<file path="src/cpu_register_and_flag_core.sv">
`timescale 1ns/1ps
`default_nettype none

package cpu_core_pkg;
	localparam logic [7:0] FLAGS_RESET = 8'h80;
	localparam int FLAG_I = 7;
	localparam int FLAG_U = 6;
	localparam int FLAG_H = 5;
	localparam int FLAG_N = 3;
	localparam int FLAG_Z = 2;
	localparam int FLAG_V = 1;
	localparam int FLAG_C = 0;
	localparam int HALF_BYTE = 3;
	localparam int HALF_WORD = 11;
	localparam int HALF_LONG = 27;
	localparam logic [31:0] STACK_CALL_BYTES = 32'h0000_0002;
	localparam logic [31:0] STACK_EXC_BYTES = 32'h0000_0004;
	localparam logic [23:0] INSN_BYTES = 24'h00_0002;
	localparam int ADD_SUB_STATES = 2;
	localparam int MULDIV_SHORT_STATES = 14;
	localparam int MULDIV_LONG_STATES = 22;
	localparam logic [4:0] ADD_SUB_LOAD = 5'(ADD_SUB_STATES - 2);
	localparam logic [4:0] SHORT_LOAD = 5'(MULDIV_SHORT_STATES - 2);
	localparam logic [4:0] LONG_LOAD = 5'(MULDIV_LONG_STATES - 2);
	localparam logic [3:0] COND_EQ = 4'h7;

	typedef enum logic [1:0] {SZ_BYTE = 2'h0, SZ_WORD = 2'h1, SZ_LONG = 2'h2} size_type;

	typedef enum logic [4:0] {
		CMD_NOP = 5'h00, CMD_STEP = 5'h01, CMD_WRITE = 5'h02, CMD_ADD = 5'h03,
		CMD_SUB = 5'h04, CMD_CMP = 5'h05, CMD_NEG = 5'h06, CMD_MUL8 = 5'h07,
		CMD_DIV8 = 5'h08, CMD_MUL16 = 5'h09, CMD_DIV16 = 5'h0a, CMD_LOAD_FLAGS = 5'h0b,
		CMD_STORE_FLAGS = 5'h0c, CMD_AND_FLAGS = 5'h0d, CMD_OR_FLAGS = 5'h0e,
		CMD_XOR_FLAGS = 5'h0f, CMD_BRANCH = 5'h10, CMD_CALL = 5'h11, CMD_RET = 5'h12,
		CMD_SLEEP = 5'h13
	} cmd_type;

	typedef enum logic [3:0] {
		ST_VECTOR = 4'b0001, ST_READY = 4'b0010, ST_BUSY = 4'b0100, ST_SLEEP = 4'b1000
	} state_type;

	typedef struct packed {
		state_type state;
		logic [23:0] fetch;
		logic [7:0] flags;
		logic [4:0] cnt;
		logic [31:0] res;
		logic [2:0] res_idx;
		size_type res_size;
		logic res_part;
		logic res_write;
		logic res_flags;
		logic [7:0] res_flag_val;
		logic irq_s1;
		logic irq_s2;
		logic nmi_s1;
		logic nmi_s2;
		logic nmi_s3;
		logic nmi_pend;
		logic ready;
		logic done;
		logic vec_req;
		logic vec_nmi;
		logic exc_ack;
		logic sleeping;
		logic taken;
	} core_state_type;
endpackage

module cpu_register_and_flag_core (
	input wire logic clk_sys_in, // 250 MHz system clock
	input wire logic rst_in, // synchronous reset, active high
	input wire logic cmd_valid_in, // operation offered
	input wire cpu_core_pkg::cmd_type cmd_in, // operation code
	input wire logic [2:0] dst_idx_in, // destination register
	input wire cpu_core_pkg::size_type size_in, // byte, word or long
	input wire logic part_in, // 1 = upper half or upper byte
	input wire logic [31:0] op_a_in, // operand a, data, target, displacement
	input wire logic [31:0] op_b_in, // operand b
	input wire logic [3:0] cond_in, // branch condition code
	input wire logic [2:0] rd_idx_in, // register read index
	input wire logic vec_valid_in, // vector word present
	input wire logic [15:0] vec_data_in, // vector word
	input wire logic irq_pin_in, // maskable interrupt pin, level
	input wire logic nmi_pin_in, // nonmaskable interrupt pin, rising edge
	output logic cmd_ready_out, // operation may be offered
	output logic done_out, // multi-state operation finished
	output logic [23:0] fetch_addr_out, // next fetch address
	output logic [7:0] flags_out, // condition code flags
	output logic [31:0] rd_data_out, // register read data
	output logic [31:0] stack_pointer_out, // register seven
	output logic vec_req_out, // vector fetch wanted
	output logic vec_nmi_out, // vector is the nonmaskable one
	output logic exc_ack_out, // exception accepted, pulse
	output logic sleeping_out, // in power-down state
	output logic branch_taken_out // last branch taken, pulse
);
	localparam cpu_core_pkg::core_state_type RESET_STATE = '{
		state: cpu_core_pkg::ST_VECTOR, flags: cpu_core_pkg::FLAGS_RESET,
		vec_req: 1'b1, res_size: cpu_core_pkg::SZ_BYTE, default: '0};

	cpu_core_pkg::core_state_type s;
	cpu_core_pkg::core_state_type n;
	logic wr_en;
	logic [2:0] wr_idx;
	logic [3:0] wr_be;
	logic [31:0] wr_data;
	logic sp_adj_en;
	logic [31:0] sp_adj;
	logic pend;
	logic [34:0] ar;
	logic [31:0] am;
	logic [31:0] bm;
	logic [15:0] q8;
	logic [31:0] q16;
	logic acc;

	function automatic int size_msb(input cpu_core_pkg::size_type sz);
		return (sz == cpu_core_pkg::SZ_BYTE) ? 7 : (sz == cpu_core_pkg::SZ_WORD) ? 15 : 31;
	endfunction

	function automatic logic [31:0] size_mask(input cpu_core_pkg::size_type sz);
		return (sz == cpu_core_pkg::SZ_BYTE) ? 32'h0000_00ff :
			(sz == cpu_core_pkg::SZ_WORD) ? 32'h0000_ffff : 32'hffff_ffff;
	endfunction

	// normal mode only: upper address byte forced to zero
	function automatic logic [23:0] addr_norm(input logic [23:0] x);
		return {8'h00, x[15:0]};
	endfunction

	// returns {half, overflow, carry, result}; inputs already masked to size
	function automatic logic [34:0] arith(input logic sub, input logic [31:0] a,
			input logic [31:0] b, input cpu_core_pkg::size_type sz);
		logic [32:0] full;
		logic [31:0] x;
		logic [31:0] r;
		int msb;
		int hb;
		logic v;
		msb = size_msb(sz);
		hb = (sz == cpu_core_pkg::SZ_BYTE) ? cpu_core_pkg::HALF_BYTE :
			(sz == cpu_core_pkg::SZ_WORD) ? cpu_core_pkg::HALF_WORD : cpu_core_pkg::HALF_LONG;
		full = sub ? ({1'b0, a} - {1'b0, b}) : ({1'b0, a} + {1'b0, b});
		r = full[31:0] & size_mask(sz);
		x = a ^ b ^ full[31:0];
		v = sub ? ((a[msb] != b[msb]) && (r[msb] != a[msb])) :
			((a[msb] == b[msb]) && (r[msb] != a[msb]));
		return {x[hb + 1], v, full[msb + 1], r};
	endfunction

	// branch decision from the four arithmetic flags
	function automatic logic cond_true(input logic [3:0] c, input logic [7:0] f);
		logic nv;
		nv = f[cpu_core_pkg::FLAG_N] ^ f[cpu_core_pkg::FLAG_V];
		case (c)
			4'h0: return 1'b1;
			4'h1: return 1'b0;
			4'h2: return !(f[cpu_core_pkg::FLAG_C] | f[cpu_core_pkg::FLAG_Z]);
			4'h3: return f[cpu_core_pkg::FLAG_C] | f[cpu_core_pkg::FLAG_Z];
			4'h4: return !f[cpu_core_pkg::FLAG_C];
			4'h5: return f[cpu_core_pkg::FLAG_C];
			4'h6: return !f[cpu_core_pkg::FLAG_Z];
			4'h7: return f[cpu_core_pkg::FLAG_Z];
			4'h8: return !f[cpu_core_pkg::FLAG_V];
			4'h9: return f[cpu_core_pkg::FLAG_V];
			4'ha: return !f[cpu_core_pkg::FLAG_N];
			4'hb: return f[cpu_core_pkg::FLAG_N];
			4'hc: return !nv;
			4'hd: return nv;
			4'he: return !(f[cpu_core_pkg::FLAG_Z] | nv);
			default: return f[cpu_core_pkg::FLAG_Z] | nv;
		endcase
	endfunction

	// sub-word views: lane enables and alignment of the write data
	function automatic logic [35:0] lanes(input cpu_core_pkg::size_type sz, input logic hi,
			input logic [31:0] d);
		case (sz)
			cpu_core_pkg::SZ_BYTE: return hi ? {4'b0010, 16'h0000, d[7:0], 8'h00} :
				{4'b0001, 24'h00_0000, d[7:0]};
			cpu_core_pkg::SZ_WORD: return hi ? {4'b1100, d[15:0], 16'h0000} :
				{4'b0011, 16'h0000, d[15:0]};
			default: return {4'b1111, d};
		endcase
	endfunction

	// unsigned divides; a zero divisor leaves the dividend in place
	always_comb begin
		q8 = op_a_in[15:0];
		q16 = op_a_in;
		if (op_b_in[7:0] != 8'h00) begin
			q8 = {8'(op_a_in[15:0] % {8'h00, op_b_in[7:0]}),
				8'(op_a_in[15:0] / {8'h00, op_b_in[7:0]})};
		end
		if (op_b_in[15:0] != 16'h0000) begin
			q16 = {16'(op_a_in % {16'h0000, op_b_in[15:0]}),
				16'(op_a_in / {16'h0000, op_b_in[15:0]})};
		end
	end

	// next-state logic for the whole core
	always_comb begin
		n = s;
		wr_en = 1'b0;
		wr_idx = dst_idx_in;
		wr_be = 4'h0;
		wr_data = 32'h0000_0000;
		sp_adj_en = 1'b0;
		sp_adj = 32'h0000_0000;
		am = op_a_in & size_mask(size_in);
		bm = op_b_in & size_mask(size_in);
		ar = 35'h0;
		n.irq_s1 = irq_pin_in;
		n.irq_s2 = s.irq_s1;
		n.nmi_s1 = nmi_pin_in;
		n.nmi_s2 = s.nmi_s1;
		n.nmi_s3 = s.nmi_s2;
		n.done = 1'b0;
		n.exc_ack = 1'b0;
		n.taken = 1'b0;
		pend = s.nmi_pend || (s.irq_s2 && !s.flags[cpu_core_pkg::FLAG_I]);
		case (s.state)
			cpu_core_pkg::ST_VECTOR: begin
				if (vec_valid_in) begin
					n.fetch = addr_norm({8'h00, vec_data_in});
					n.vec_req = 1'b0;
					n.state = cpu_core_pkg::ST_READY;
				end
			end
			cpu_core_pkg::ST_BUSY: begin
				if (s.cnt == 5'h00) begin
					{wr_be, wr_data} = lanes(s.res_size, s.res_part, s.res);
					wr_en = s.res_write;
					wr_idx = s.res_idx;
					if (s.res_flags) begin
						n.flags = s.res_flag_val;
					end
					n.done = 1'b1;
					n.state = cpu_core_pkg::ST_READY;
				end else begin
					n.cnt = s.cnt - 5'h01;
				end
			end
			cpu_core_pkg::ST_READY, cpu_core_pkg::ST_SLEEP: begin
				// an offer already shown ready wins; the irq is taken once the core is back in ready or sleep
				if (pend && !(s.ready && cmd_valid_in)) begin
					n.flags[cpu_core_pkg::FLAG_I] = 1'b1;
					n.vec_nmi = s.nmi_pend;
					n.nmi_pend = 1'b0;
					sp_adj_en = 1'b1;
					sp_adj = 32'h0000_0000 - cpu_core_pkg::STACK_EXC_BYTES;
					n.vec_req = 1'b1;
					n.exc_ack = 1'b1;
					n.state = cpu_core_pkg::ST_VECTOR;
				end else if (s.state == cpu_core_pkg::ST_READY && cmd_valid_in && s.ready) begin
					n.res_idx = dst_idx_in;
					n.res_size = size_in;
					n.res_part = part_in;
					n.res_write = 1'b1;
					n.res_flags = 1'b0;
					case (cmd_in)
						cpu_core_pkg::CMD_STEP: begin
							n.fetch = addr_norm(s.fetch + cpu_core_pkg::INSN_BYTES);
						end
						cpu_core_pkg::CMD_WRITE: begin
							{wr_be, wr_data} = lanes(size_in, part_in, op_a_in);
							wr_en = 1'b1;
						end
						cpu_core_pkg::CMD_ADD, cpu_core_pkg::CMD_SUB,
						cpu_core_pkg::CMD_CMP, cpu_core_pkg::CMD_NEG: begin
							if (cmd_in == cpu_core_pkg::CMD_NEG) begin
								ar = arith(1'b1, 32'h0000_0000, am, size_in);
							end else begin
								ar = arith(cmd_in != cpu_core_pkg::CMD_ADD, am, bm, size_in);
							end
							n.res = ar[31:0];
							n.res_write = (cmd_in != cpu_core_pkg::CMD_CMP);
							n.res_flags = 1'b1;
							n.res_flag_val = {s.flags[7:6], ar[34], s.flags[4],
								ar[size_msb(size_in)], ar[31:0] == 32'h0000_0000, ar[33], ar[32]};
							n.cnt = cpu_core_pkg::ADD_SUB_LOAD;
							n.state = cpu_core_pkg::ST_BUSY;
						end
						cpu_core_pkg::CMD_MUL8, cpu_core_pkg::CMD_DIV8: begin
							n.res = (cmd_in == cpu_core_pkg::CMD_MUL8) ?
								{16'h0000, 16'(op_a_in[7:0] * op_b_in[7:0])} : {16'h0000, q8};
							n.res_size = cpu_core_pkg::SZ_WORD;
							n.res_part = 1'b0;
							n.cnt = cpu_core_pkg::SHORT_LOAD;
							n.state = cpu_core_pkg::ST_BUSY;
						end
						cpu_core_pkg::CMD_MUL16, cpu_core_pkg::CMD_DIV16: begin
							n.res = (cmd_in == cpu_core_pkg::CMD_MUL16) ?
								32'(op_a_in[15:0] * op_b_in[15:0]) : q16;
							n.res_size = cpu_core_pkg::SZ_LONG;
							n.cnt = cpu_core_pkg::LONG_LOAD;
							n.state = cpu_core_pkg::ST_BUSY;
						end
						cpu_core_pkg::CMD_LOAD_FLAGS: n.flags = op_a_in[7:0];
						cpu_core_pkg::CMD_AND_FLAGS: n.flags = s.flags & op_a_in[7:0];
						cpu_core_pkg::CMD_OR_FLAGS: n.flags = s.flags | op_a_in[7:0];
						cpu_core_pkg::CMD_XOR_FLAGS: n.flags = s.flags ^ op_a_in[7:0];
						cpu_core_pkg::CMD_STORE_FLAGS: begin
							// flags land in one byte half
							{wr_be, wr_data} = lanes(cpu_core_pkg::SZ_BYTE, part_in, {24'h0, s.flags});
							wr_en = 1'b1;
						end
						cpu_core_pkg::CMD_BRANCH: begin
							// condition from N Z V C
							n.taken = cond_true(cond_in, s.flags);
							if (n.taken) begin
								n.fetch = addr_norm(s.fetch + {{8{op_a_in[15]}}, op_a_in[15:0]});
							end
						end
						cpu_core_pkg::CMD_CALL: begin
							sp_adj_en = 1'b1;
							sp_adj = 32'h0000_0000 - cpu_core_pkg::STACK_CALL_BYTES;
							n.fetch = addr_norm(op_a_in[23:0]);
						end
						cpu_core_pkg::CMD_RET: begin
							sp_adj_en = 1'b1;
							sp_adj = cpu_core_pkg::STACK_CALL_BYTES;
							n.fetch = addr_norm(op_a_in[23:0]);
						end
						cpu_core_pkg::CMD_SLEEP: n.state = cpu_core_pkg::ST_SLEEP;
						default: n.res_write = 1'b0;
					endcase
				end
			end
			default: begin
				n.state = cpu_core_pkg::ST_VECTOR;
				n.vec_req = 1'b1;
			end
		endcase
		// nmi edge set after the take clear, so a new edge is never lost
		if (s.nmi_s2 && !s.nmi_s3) begin
			n.nmi_pend = 1'b1;
		end
		// ready looks at next flags
		// irq read from the second flop only, so the first never fans out
		n.ready = (n.state == cpu_core_pkg::ST_READY) &&
			!(n.nmi_pend || (s.irq_s2 && !n.flags[cpu_core_pkg::FLAG_I]));
		n.sleeping = (n.state == cpu_core_pkg::ST_SLEEP);
	end

	always_ff @(posedge clk_sys_in) begin
		if (rst_in) begin
			s <= RESET_STATE;
		end else begin
			s <= n;
		end
	end

	cpu_gp_bank bank (
		.clk_sys_in(clk_sys_in),
		.rst_in(rst_in),
		.wr_en_in(wr_en),
		.wr_idx_in(wr_idx),
		.wr_be_in(wr_be),
		.wr_data_in(wr_data),
		.sp_adj_en_in(sp_adj_en),
		.sp_adj_in(sp_adj),
		.rd_idx_in(rd_idx_in),
		.rd_data_out(rd_data_out),
		.sp_out(stack_pointer_out)
	);

	// fetch address bit zero reads zero
	assign fetch_addr_out = {s.fetch[23:1], 1'b0};
	assign cmd_ready_out = s.ready;
	assign done_out = s.done;
	assign flags_out = s.flags;
	assign vec_req_out = s.vec_req;
	assign vec_nmi_out = s.vec_nmi;
	assign exc_ack_out = s.exc_ack;
	assign sleeping_out = s.sleeping;
	assign branch_taken_out = s.taken;
	assign acc = cmd_valid_in && cmd_ready_out;

	// checks beside the logic
	property p_space;
		@(posedge clk_sys_in) disable iff (rst_in) fetch_addr_out[23:16] == 8'h00;
	endproperty
	a_space: assert property (p_space) else $error("fetch outside 64k");
	property p_even;
		@(posedge clk_sys_in) disable iff (rst_in) fetch_addr_out[0] == 1'b0;
	endproperty
	a_even: assert property (p_even) else $error("odd fetch address");
	property p_addsub;
		@(posedge clk_sys_in) disable iff (rst_in)
			acc && cmd_in == cpu_core_pkg::CMD_ADD |=> !done_out ##1 done_out;
	endproperty
	a_addsub: assert property (p_addsub) else $error("add not two states");
	property p_mul8;
		@(posedge clk_sys_in) disable iff (rst_in)
			acc && cmd_in == cpu_core_pkg::CMD_MUL8 |=> !done_out [*8] ##6 done_out;
	endproperty
	a_mul8: assert property (p_mul8) else $error("short multiply timing");
	property p_div16;
		@(posedge clk_sys_in) disable iff (rst_in)
			acc && cmd_in == cpu_core_pkg::CMD_DIV16 |-> ##21 !done_out ##1 done_out;
	endproperty
	a_div16: assert property (p_div16) else $error("long divide timing");
	property p_rst_mask;
		@(posedge clk_sys_in) disable iff (rst_in) $past(rst_in) |-> flags_out[7] && vec_req_out;
	endproperty
	a_rst_mask: assert property (p_rst_mask) else $error("mask clear after reset");
	property p_exc_mask;
		@(posedge clk_sys_in) disable iff (rst_in) exc_ack_out |-> flags_out[7] && vec_req_out;
	endproperty
	a_exc_mask: assert property (p_exc_mask) else $error("exception left mask clear");
	property p_masked;
		@(posedge clk_sys_in) disable iff (rst_in)
			exc_ack_out && !vec_nmi_out |-> !$past(flags_out[7]);
	endproperty
	a_masked: assert property (p_masked) else $error("masked irq accepted");
	property p_vector;
		@(posedge clk_sys_in) disable iff (rst_in) vec_req_out && vec_valid_in |=>
			!vec_req_out && fetch_addr_out == {8'h00, $past(vec_data_in[15:1]), 1'b0};
	endproperty
	a_vector: assert property (p_vector) else $error("vector not loaded");
	property p_stack;
		@(posedge clk_sys_in) disable iff (rst_in)
			exc_ack_out |-> stack_pointer_out == $past(stack_pointer_out) - 32'h0000_0004;
	endproperty
	a_stack: assert property (p_stack) else $error("stack not adjusted");
	property p_load_flags;
		@(posedge clk_sys_in) disable iff (rst_in) acc && cmd_in == cpu_core_pkg::CMD_LOAD_FLAGS
			|=> flags_out == $past(op_a_in[7:0]) &&
			(flags_out[cpu_core_pkg::FLAG_I] || !$past(s.irq_s2) || !cmd_ready_out);
	endproperty
	a_load_flags: assert property (p_load_flags) else $error("flag load lost");
	property p_branch;
		@(posedge clk_sys_in) disable iff (rst_in)
			acc && cmd_in == cpu_core_pkg::CMD_BRANCH && cond_in == cpu_core_pkg::COND_EQ
			|=> branch_taken_out == $past(flags_out[2]);
	endproperty
	a_branch: assert property (p_branch) else $error("branch ignores zero flag");
	property p_sleep;
		@(posedge clk_sys_in) disable iff (rst_in)
			acc && cmd_in == cpu_core_pkg::CMD_SLEEP |=> sleeping_out || exc_ack_out;
	endproperty
	a_sleep: assert property (p_sleep) else $error("sleep not entered");
	c_sleep_wake: cover property (@(posedge clk_sys_in) disable iff (rst_in)
		sleeping_out ##1 exc_ack_out);
	c_nmi: cover property (@(posedge clk_sys_in) disable iff (rst_in) exc_ack_out && vec_nmi_out);
	c_div: cover property (@(posedge clk_sys_in) disable iff (rst_in)
		acc && cmd_in == cpu_core_pkg::CMD_DIV8 ##14 done_out);
endmodule

`default_nettype wire

</file>
<file path="src/cpu_gp_bank.sv">
`timescale 1ns/1ps
`default_nettype none

// eight 32-bit general words with lane writes, one registered read port
// and a registered view of word seven for the stack pointer
module cpu_gp_bank (
	input wire logic clk_sys_in, // system clock
	input wire logic rst_in, // synchronous reset, active high
	input wire logic wr_en_in, // write strobe
	input wire logic [2:0] wr_idx_in, // word written
	input wire logic [3:0] wr_be_in, // byte lanes written
	input wire logic [31:0] wr_data_in, // lane-aligned write data
	input wire logic sp_adj_en_in, // stack pointer adjust strobe
	input wire logic [31:0] sp_adj_in, // signed adjust amount
	input wire logic [2:0] rd_idx_in, // word read
	output logic [31:0] rd_data_out, // read data, one cycle later
	output logic [31:0] sp_out // current stack pointer word
);
	typedef struct packed {
		logic [7:0][31:0] words;
		logic [31:0] rd;
	} bank_state_type;

	bank_state_type s;
	bank_state_type n;

	// lane write wins over a stack adjust in the same cycle
	always_comb begin
		n = s;
		if (wr_en_in) begin
			for (int i = 0; i < 4; i++) begin
				if (wr_be_in[i]) begin
					n.words[wr_idx_in][i*8 +: 8] = wr_data_in[i*8 +: 8];
				end
			end
		end else if (sp_adj_en_in) begin
			n.words[7] = s.words[7] + sp_adj_in;
		end
		n.rd = s.words[rd_idx_in];
	end

	// contents are undefined after reset in the real core; zero here keeps sims clean
	always_ff @(posedge clk_sys_in) begin
		if (rst_in) begin
			s <= '0;
		end else begin
			s <= n;
		end
	end

	assign rd_data_out = s.rd;
	assign sp_out = s.words[7];
endmodule

`default_nettype wire

</file>
<file path="config.mk">
export PLATFORM = sky130hd
export DESIGN_NAME = cpu_register_and_flag_core
export DESIGN_NICKNAME = d
export VERILOG_FILES = /design/src/cpu_register_and_flag_core.sv /design/src/cpu_gp_bank.sv
export SDC_FILE = /design/constraint.sdc
export NUM_CORES = 2
export LEC_CHECK = 0
export ABC_AREA = 0
export BUFFER_PORTS_ARGS = -buffer_cell sky130_fd_sc_hd__buf_2
export CORE_MARGIN = 2
export CORE_UTILIZATION = 38
export CTS_CLUSTER_SIZE = 40
export DETAILED_ROUTE_END_ITERATION = 16
export HOLD_SLACK_MARGIN = 0.15
export PLACE_DENSITY = 0.64
export REMOVE_ABC_BUFFERS = 1
export SYNTH_ARGS = -nofsm -noshare
export SYNTH_HDL_FRONTEND = slang
export SYNTH_HIERARCHICAL = 1
export SYNTH_SLANG_ARGS = --single-unit
</file>
<file path="constraint.sdc">
create_clock -name clk_sys_in -period 119.6 [get_ports clk_sys_in]
set_clock_uncertainty 0.2 [all_clocks]
set_input_delay 29.9 -clock clk_sys_in [delete_from_list [all_inputs] [get_ports clk_sys_in]]
set_output_delay 29.9 -clock clk_sys_in [all_outputs]
set_load 0.1 [all_outputs]
</file>
* After elaboration in Yosys (flattened, before gate mapping)
Memories as Yosys holds them, arrays and structs flattened.
Cells that the tools add are included.
** Cells by class
- Add/subtract/negate cells :: 9
- $mul :: 2
- Divide/modulo/power cells :: 4
- Order comparisons :: 7
- Equal/unequal tests :: 59
- Mux-type cells :: 135
- Bitwise logic cells :: 18
- Reduce and logical (&&, ||, !) cells :: 56
** Operator list (number)
- 2-to-1 mux 256 bit :: 7
- bitwise mux 256 bit :: 4
- 2-to-1 mux 32 bit :: 14
- demux 32 bit (select 3 bit) :: 4
- case mux 32 bit (2 select lines) :: 3
- 2-to-1 mux 35 bit :: 5
- case mux 36 bit (2 select lines) :: 2
- AND 32 bit :: 4
- case mux 37 bit (3 select lines) :: 1
- 2-to-1 mux 34 bit :: 3
- binary-select mux 32 bit (select 3 bit) :: 1
- XOR 32 bit :: 3
- 2-to-1 mux 89 bit :: 1
- 2-to-1 mux 24 bit :: 3
- 2-to-1 mux 36 bit :: 2
- case mux 24 bit (3 select lines) :: 1
- 2-to-1 mux 60 bit :: 1
- 2-to-1 mux 16 bit :: 3
- case mux 24 bit (2 select lines) :: 1
- equality test 5 x 4 -> 1 bit, second input constant :: 8
- 2-to-1 mux 1 bit :: 40
- equality test 4 bit, second input constant :: 9
- adder 32 x 32 -> 33 bit :: 1
- 2-to-1 mux 33 bit :: 1
- 80 further kinds :: 168
** Storage, ports and cells
- Flip-flop bits (word level) :: 390
- Bits in read-only memories :: 32
- Input port bits :: 104
- Memories :: 1
** Memory list
- (name not given) :: words 32, width 1, read ports 1, clocked after memory_dff 0, wr ports 0, line cpu_register_and_flag_core.sv:148 : ((a[msb] == b[msb]) && (r[msb] != a[msb]));

* Logic depth before layout (Yosys ltp)
- Depth after elaboration :: 30
- Mapped depth :: 467
- Depth with buffers taken out :: 424

* Modules after synthesis
The synthesis kept the hierarchy.
** Modules (own cells, without submodules)
- cpu_register_and_flag_core :: times used 1, cells each 6523, area each 47091.4 µm², sequential area each 1881.8 µm²
- cpu_gp_bank :: times used 1, cells each 1484, area each 14385.0 µm², sequential area each 5765.5 µm²

* Worst setup path after synthesis
OpenSTA, ideal clock, no wires.
- Kind :: input -> register
- Start point :: in op_b_in[0]
- End point :: reg s[55] (netlist name)
- Arrival time :: 122.232 ns
- Setup slack :: -2.948 ns
- Stages :: 447
- Path through :: clkbuf_1 inv_1 ha_1 nand2_1 o31ai_1 nand2_1 ha_1 o21a_1 o211ai_1 nor3_1 or2_2 ha_1 o211ai_1 and2_1 or4_1 nand2_1 ha_1 o21a_1 [... 411 more ...] a21o_1 a21o_1 a21o_1 a21o_1 a21o_1 a21o_1 a21o_1 a21o_1 a21o_1 a211o_1 a221oi_1 nand2_1 a211o_1 a2111oi_4 buf_4 mux2i_1 a21oi_1 o22a_1
** RTL lines
- start, declared :: line cpu_register_and_flag_core.sv:79 : input wire logic [31:0] op_b_in,

==> run summary <==
status = complete, but fails checks
failing checks = capacitance limit
core area = 0.161 mm^2
Hold Path End = n[8]
placed cell area = 0.0648 mm^2
Synth Instances = 8007
hold_ws = 240 ps
Clk Latency, worst-skew pair = 570 ps
via/cell ratio = 6.04
Yosys warning count = 6
Post-DP HPWL = 177000 um
Root Buffer = clkbuf_16
CP Capture Type = flip-flop
# setup viols final = 0
reg-to-reg endpoint = bank/sp_out[31]
max-cap violations = 1
DR vias = 62000
sequential area share after synthesis = 12.4%
Clk pin slew, worst setup/hold paths = 60 ps
Slew HR = 0.848%
ys async rst share = 0%
synthesized area = 0.0615 mm^2
ratio of cells with drive above 1 in the final layout = 13.2%
die width = 406 um
CTS H-tree lvls = 2
R2R Setup Slk = 114850 ps
WS Path Type = primary input to flip-flop
critical path's slowest cell = or4b_2
Synth Flop Type = dfxtp_1
Die Area = 0.165 mm^2
routability-driven placement congestion ratio = 1.02
final slew viol count = 0
FF/Latch Area = 0.00765 mm^2
Tmin final = 115130 ps
Non-Filler Instances = 10300
DRT Pass-1 Iters = 5
Worst Hold Launch = n[9]
TritonCTS clock tree = done
initial antenna violation count = 31
worst stage delay on the critical path = 640 ps
Startpoint Class = primary input
WP data required = 119800 ps
number of flops mapped to enable cells by yosys = 0
final hold vios = 0
Die H = 406 um
Final period util = 96.3%
Post-CTS Hold Buffers = 0
Initial DRC Count = 5624
worst min-delay path class = flip-flop to flip-flop
Worst R2R Start = s[99]
Total GRT Usage = 27.0%
IO Port Bufs = 197
Num CTS Buffers = 39
Clock Sinks = 382
I/O pins = 207
Starting Density = 38.3%
Synth Register Bits = 382
final core utilization = 42.1%
vias in the first global route = 58900
placed cell count = 10100
area grow syn2layout = 9.87%
finished layout cell area = 0.0675 mm^2
row count = 147
maximum number of pins on one net before global-route repair = 172
Peak Freq = 8.69 MHz
total grt overflow = 0
wire per inst = 22.7 um
cell depth of the worst hold path = 1
Syn Area/Cell = 7.68 um^2
DRC = 0
Total Nets Final = 9126
WP data arrival = 115330 ps
Worst-Margin Slew = 1480 ps
WL final = 233000 um
Max Fanout on Critical Path = 29
Final ANT Viol Nets = 0
Fillers = 16200
Netlist cell types = 128
cells on worst reg2reg path = 14
Crit path top cell by count = o21a_1
global-route wire length before repair = 350000 um
Clock Tree Buf Depth = 3
area occupied by multi-input gates = 0.0508 mm^2
cells in the mapped netlist (235+ instances only):
cell | n | area, um^2
inv_1 | 412 | 1550
fa_1 | 235 | 4700
xnor2_1 | 238 | 2080
ha_1 | 731 | 9150
a21oi_1 | 567 | 2840
o21ai_0 | 322 | 1610
mux2i_1 | 302 | 3020
clkbuf_1 | 320 | 1200
nor2_1 | 928 | 3480
dfxtp_1 | 382 | 7650
o21a_1 | 283 | 2120
nand2_1 | 714 | 2680
nor3_1 | 356 | 1780
through the flow:
stage,setup WS [ps],setup TNS [ps]
after floorplan,-5210,-87570
after global placement,-46.8,-64.4
after detailed placement,-1760,-28060
after CTS,18.6,0
after global routing,-518,-7230
final,4470,0
cells in the final DEF (no fill, tap or decap), types with 56 or more instances in the layout:
master    synthesis  layout
a22oi_1          60      60
o22ai_1          66      64
nand3_1         112     108
xnor2_1         238     238
inv_1           412     407
nand4_1          65      65
dfxtp_1         382     382
a21o_1          183     182
o21a_1          283     282
o31ai_1         130     125
and2_1           80      79
mux4_2           64      64
nand2_1         714     708
or3_1            57      56
nor3_1          356     345
a21oi_1         567     537
o21ai_0         322     297
mux2i_1         302     297
fa_1            235     235
a211oi_1         81      73
mux2_2          107     107
buf_2            34     195
o211ai_1         57      57
ha_1            731     725
nor2_1          928     914
xor2_1          124     124
or2_2            71      69
buf_4           101     297
nand2b_1         59      59
worst max-delay path: cells and delay by family:
family	cells	cell delay [ps]
simple gates	98	18110
fa+ha+maj	31	9570
compound gates	264	51400
buf+inv	21	3750
mux	8	2400
routing by layer:
layer	global-route usage, %	part of all wire (%)	up-vias
met5	0	0.062	-
met4	14.3	5.9	22
met3	4.10	7.5	638
met2	43.6	45	2453
met1	34.7	42	29900
li1	-	-	29000
area by class of cell:
class / instances / area share [%]
Tap cell: 2160 / 4.00
Sequential cell: 382 / 11.3
Clock inverter: 15 / 0.359
Multi-Input combinational cell: 6704 / 75.2
Antenna cell: 20 / 0.0741
Inverter: 423 / 2.35
Clock buffer: 55 / 1.59
Timing Repair Buffer: 506 / 5.11
flip-flops by register name, indices dropped and copies added (netlist names):
signal            flops
cmd_ready_out         1
exc_ack_out           1
s                    61
vec_req_out           1
flags_out             8
bank/rd_data_out     32
sleeping_out          1
done_out              1
bank/s              224
fetch_addr_out       15
bank/sp_out          32
branch_taken_out      1
vec_nmi_out           1
n                     3
cell families (layout without fill, tap and decap cells):
logic type | count (synthesis) | after routing | synth area share (%)
compound gates | 2203 | 2203 | 24.0
buf+inv | 930 | 999 | 6.36
xor+xnor | 364 | 364 | 5.21
other cells | 1 | 30 | 0.00610
fa+ha+maj | 969 | 969 | 22.6
flops | 382 | 382 | 12.4
mux | 476 | 476 | 9.29
simple gates | 2682 | 2682 | 20.1
repair_timing:
action | 4_1_cts | 5_1_grt
endpoints found under the setup margin | 17 | 18
pin swaps | 2 | 47
cloned | 0 | 4
setup buffers | 5 | 55
resized for setup | 9 | 186
worst max path at each step:
stage	from	depth (start not counted)	to	slack, ps
finish	op_b_in[14]	422	s[52]	4470
global route	op_b_in[14]	424	s[59]	-520
CTS	op_b_in[15]	411	s[53]	20
detailed placement	op_b_in[3]	407	s[53]	-1760
global placement	op_b_in[3]	410	s[59]	-50
floorplan	op_b_in[11]	396	s[59]	-5210
Power is left out: the tool's default activity adds up to more than one toggle a clock period on the data nets, which glitch-free logic cannot reach.
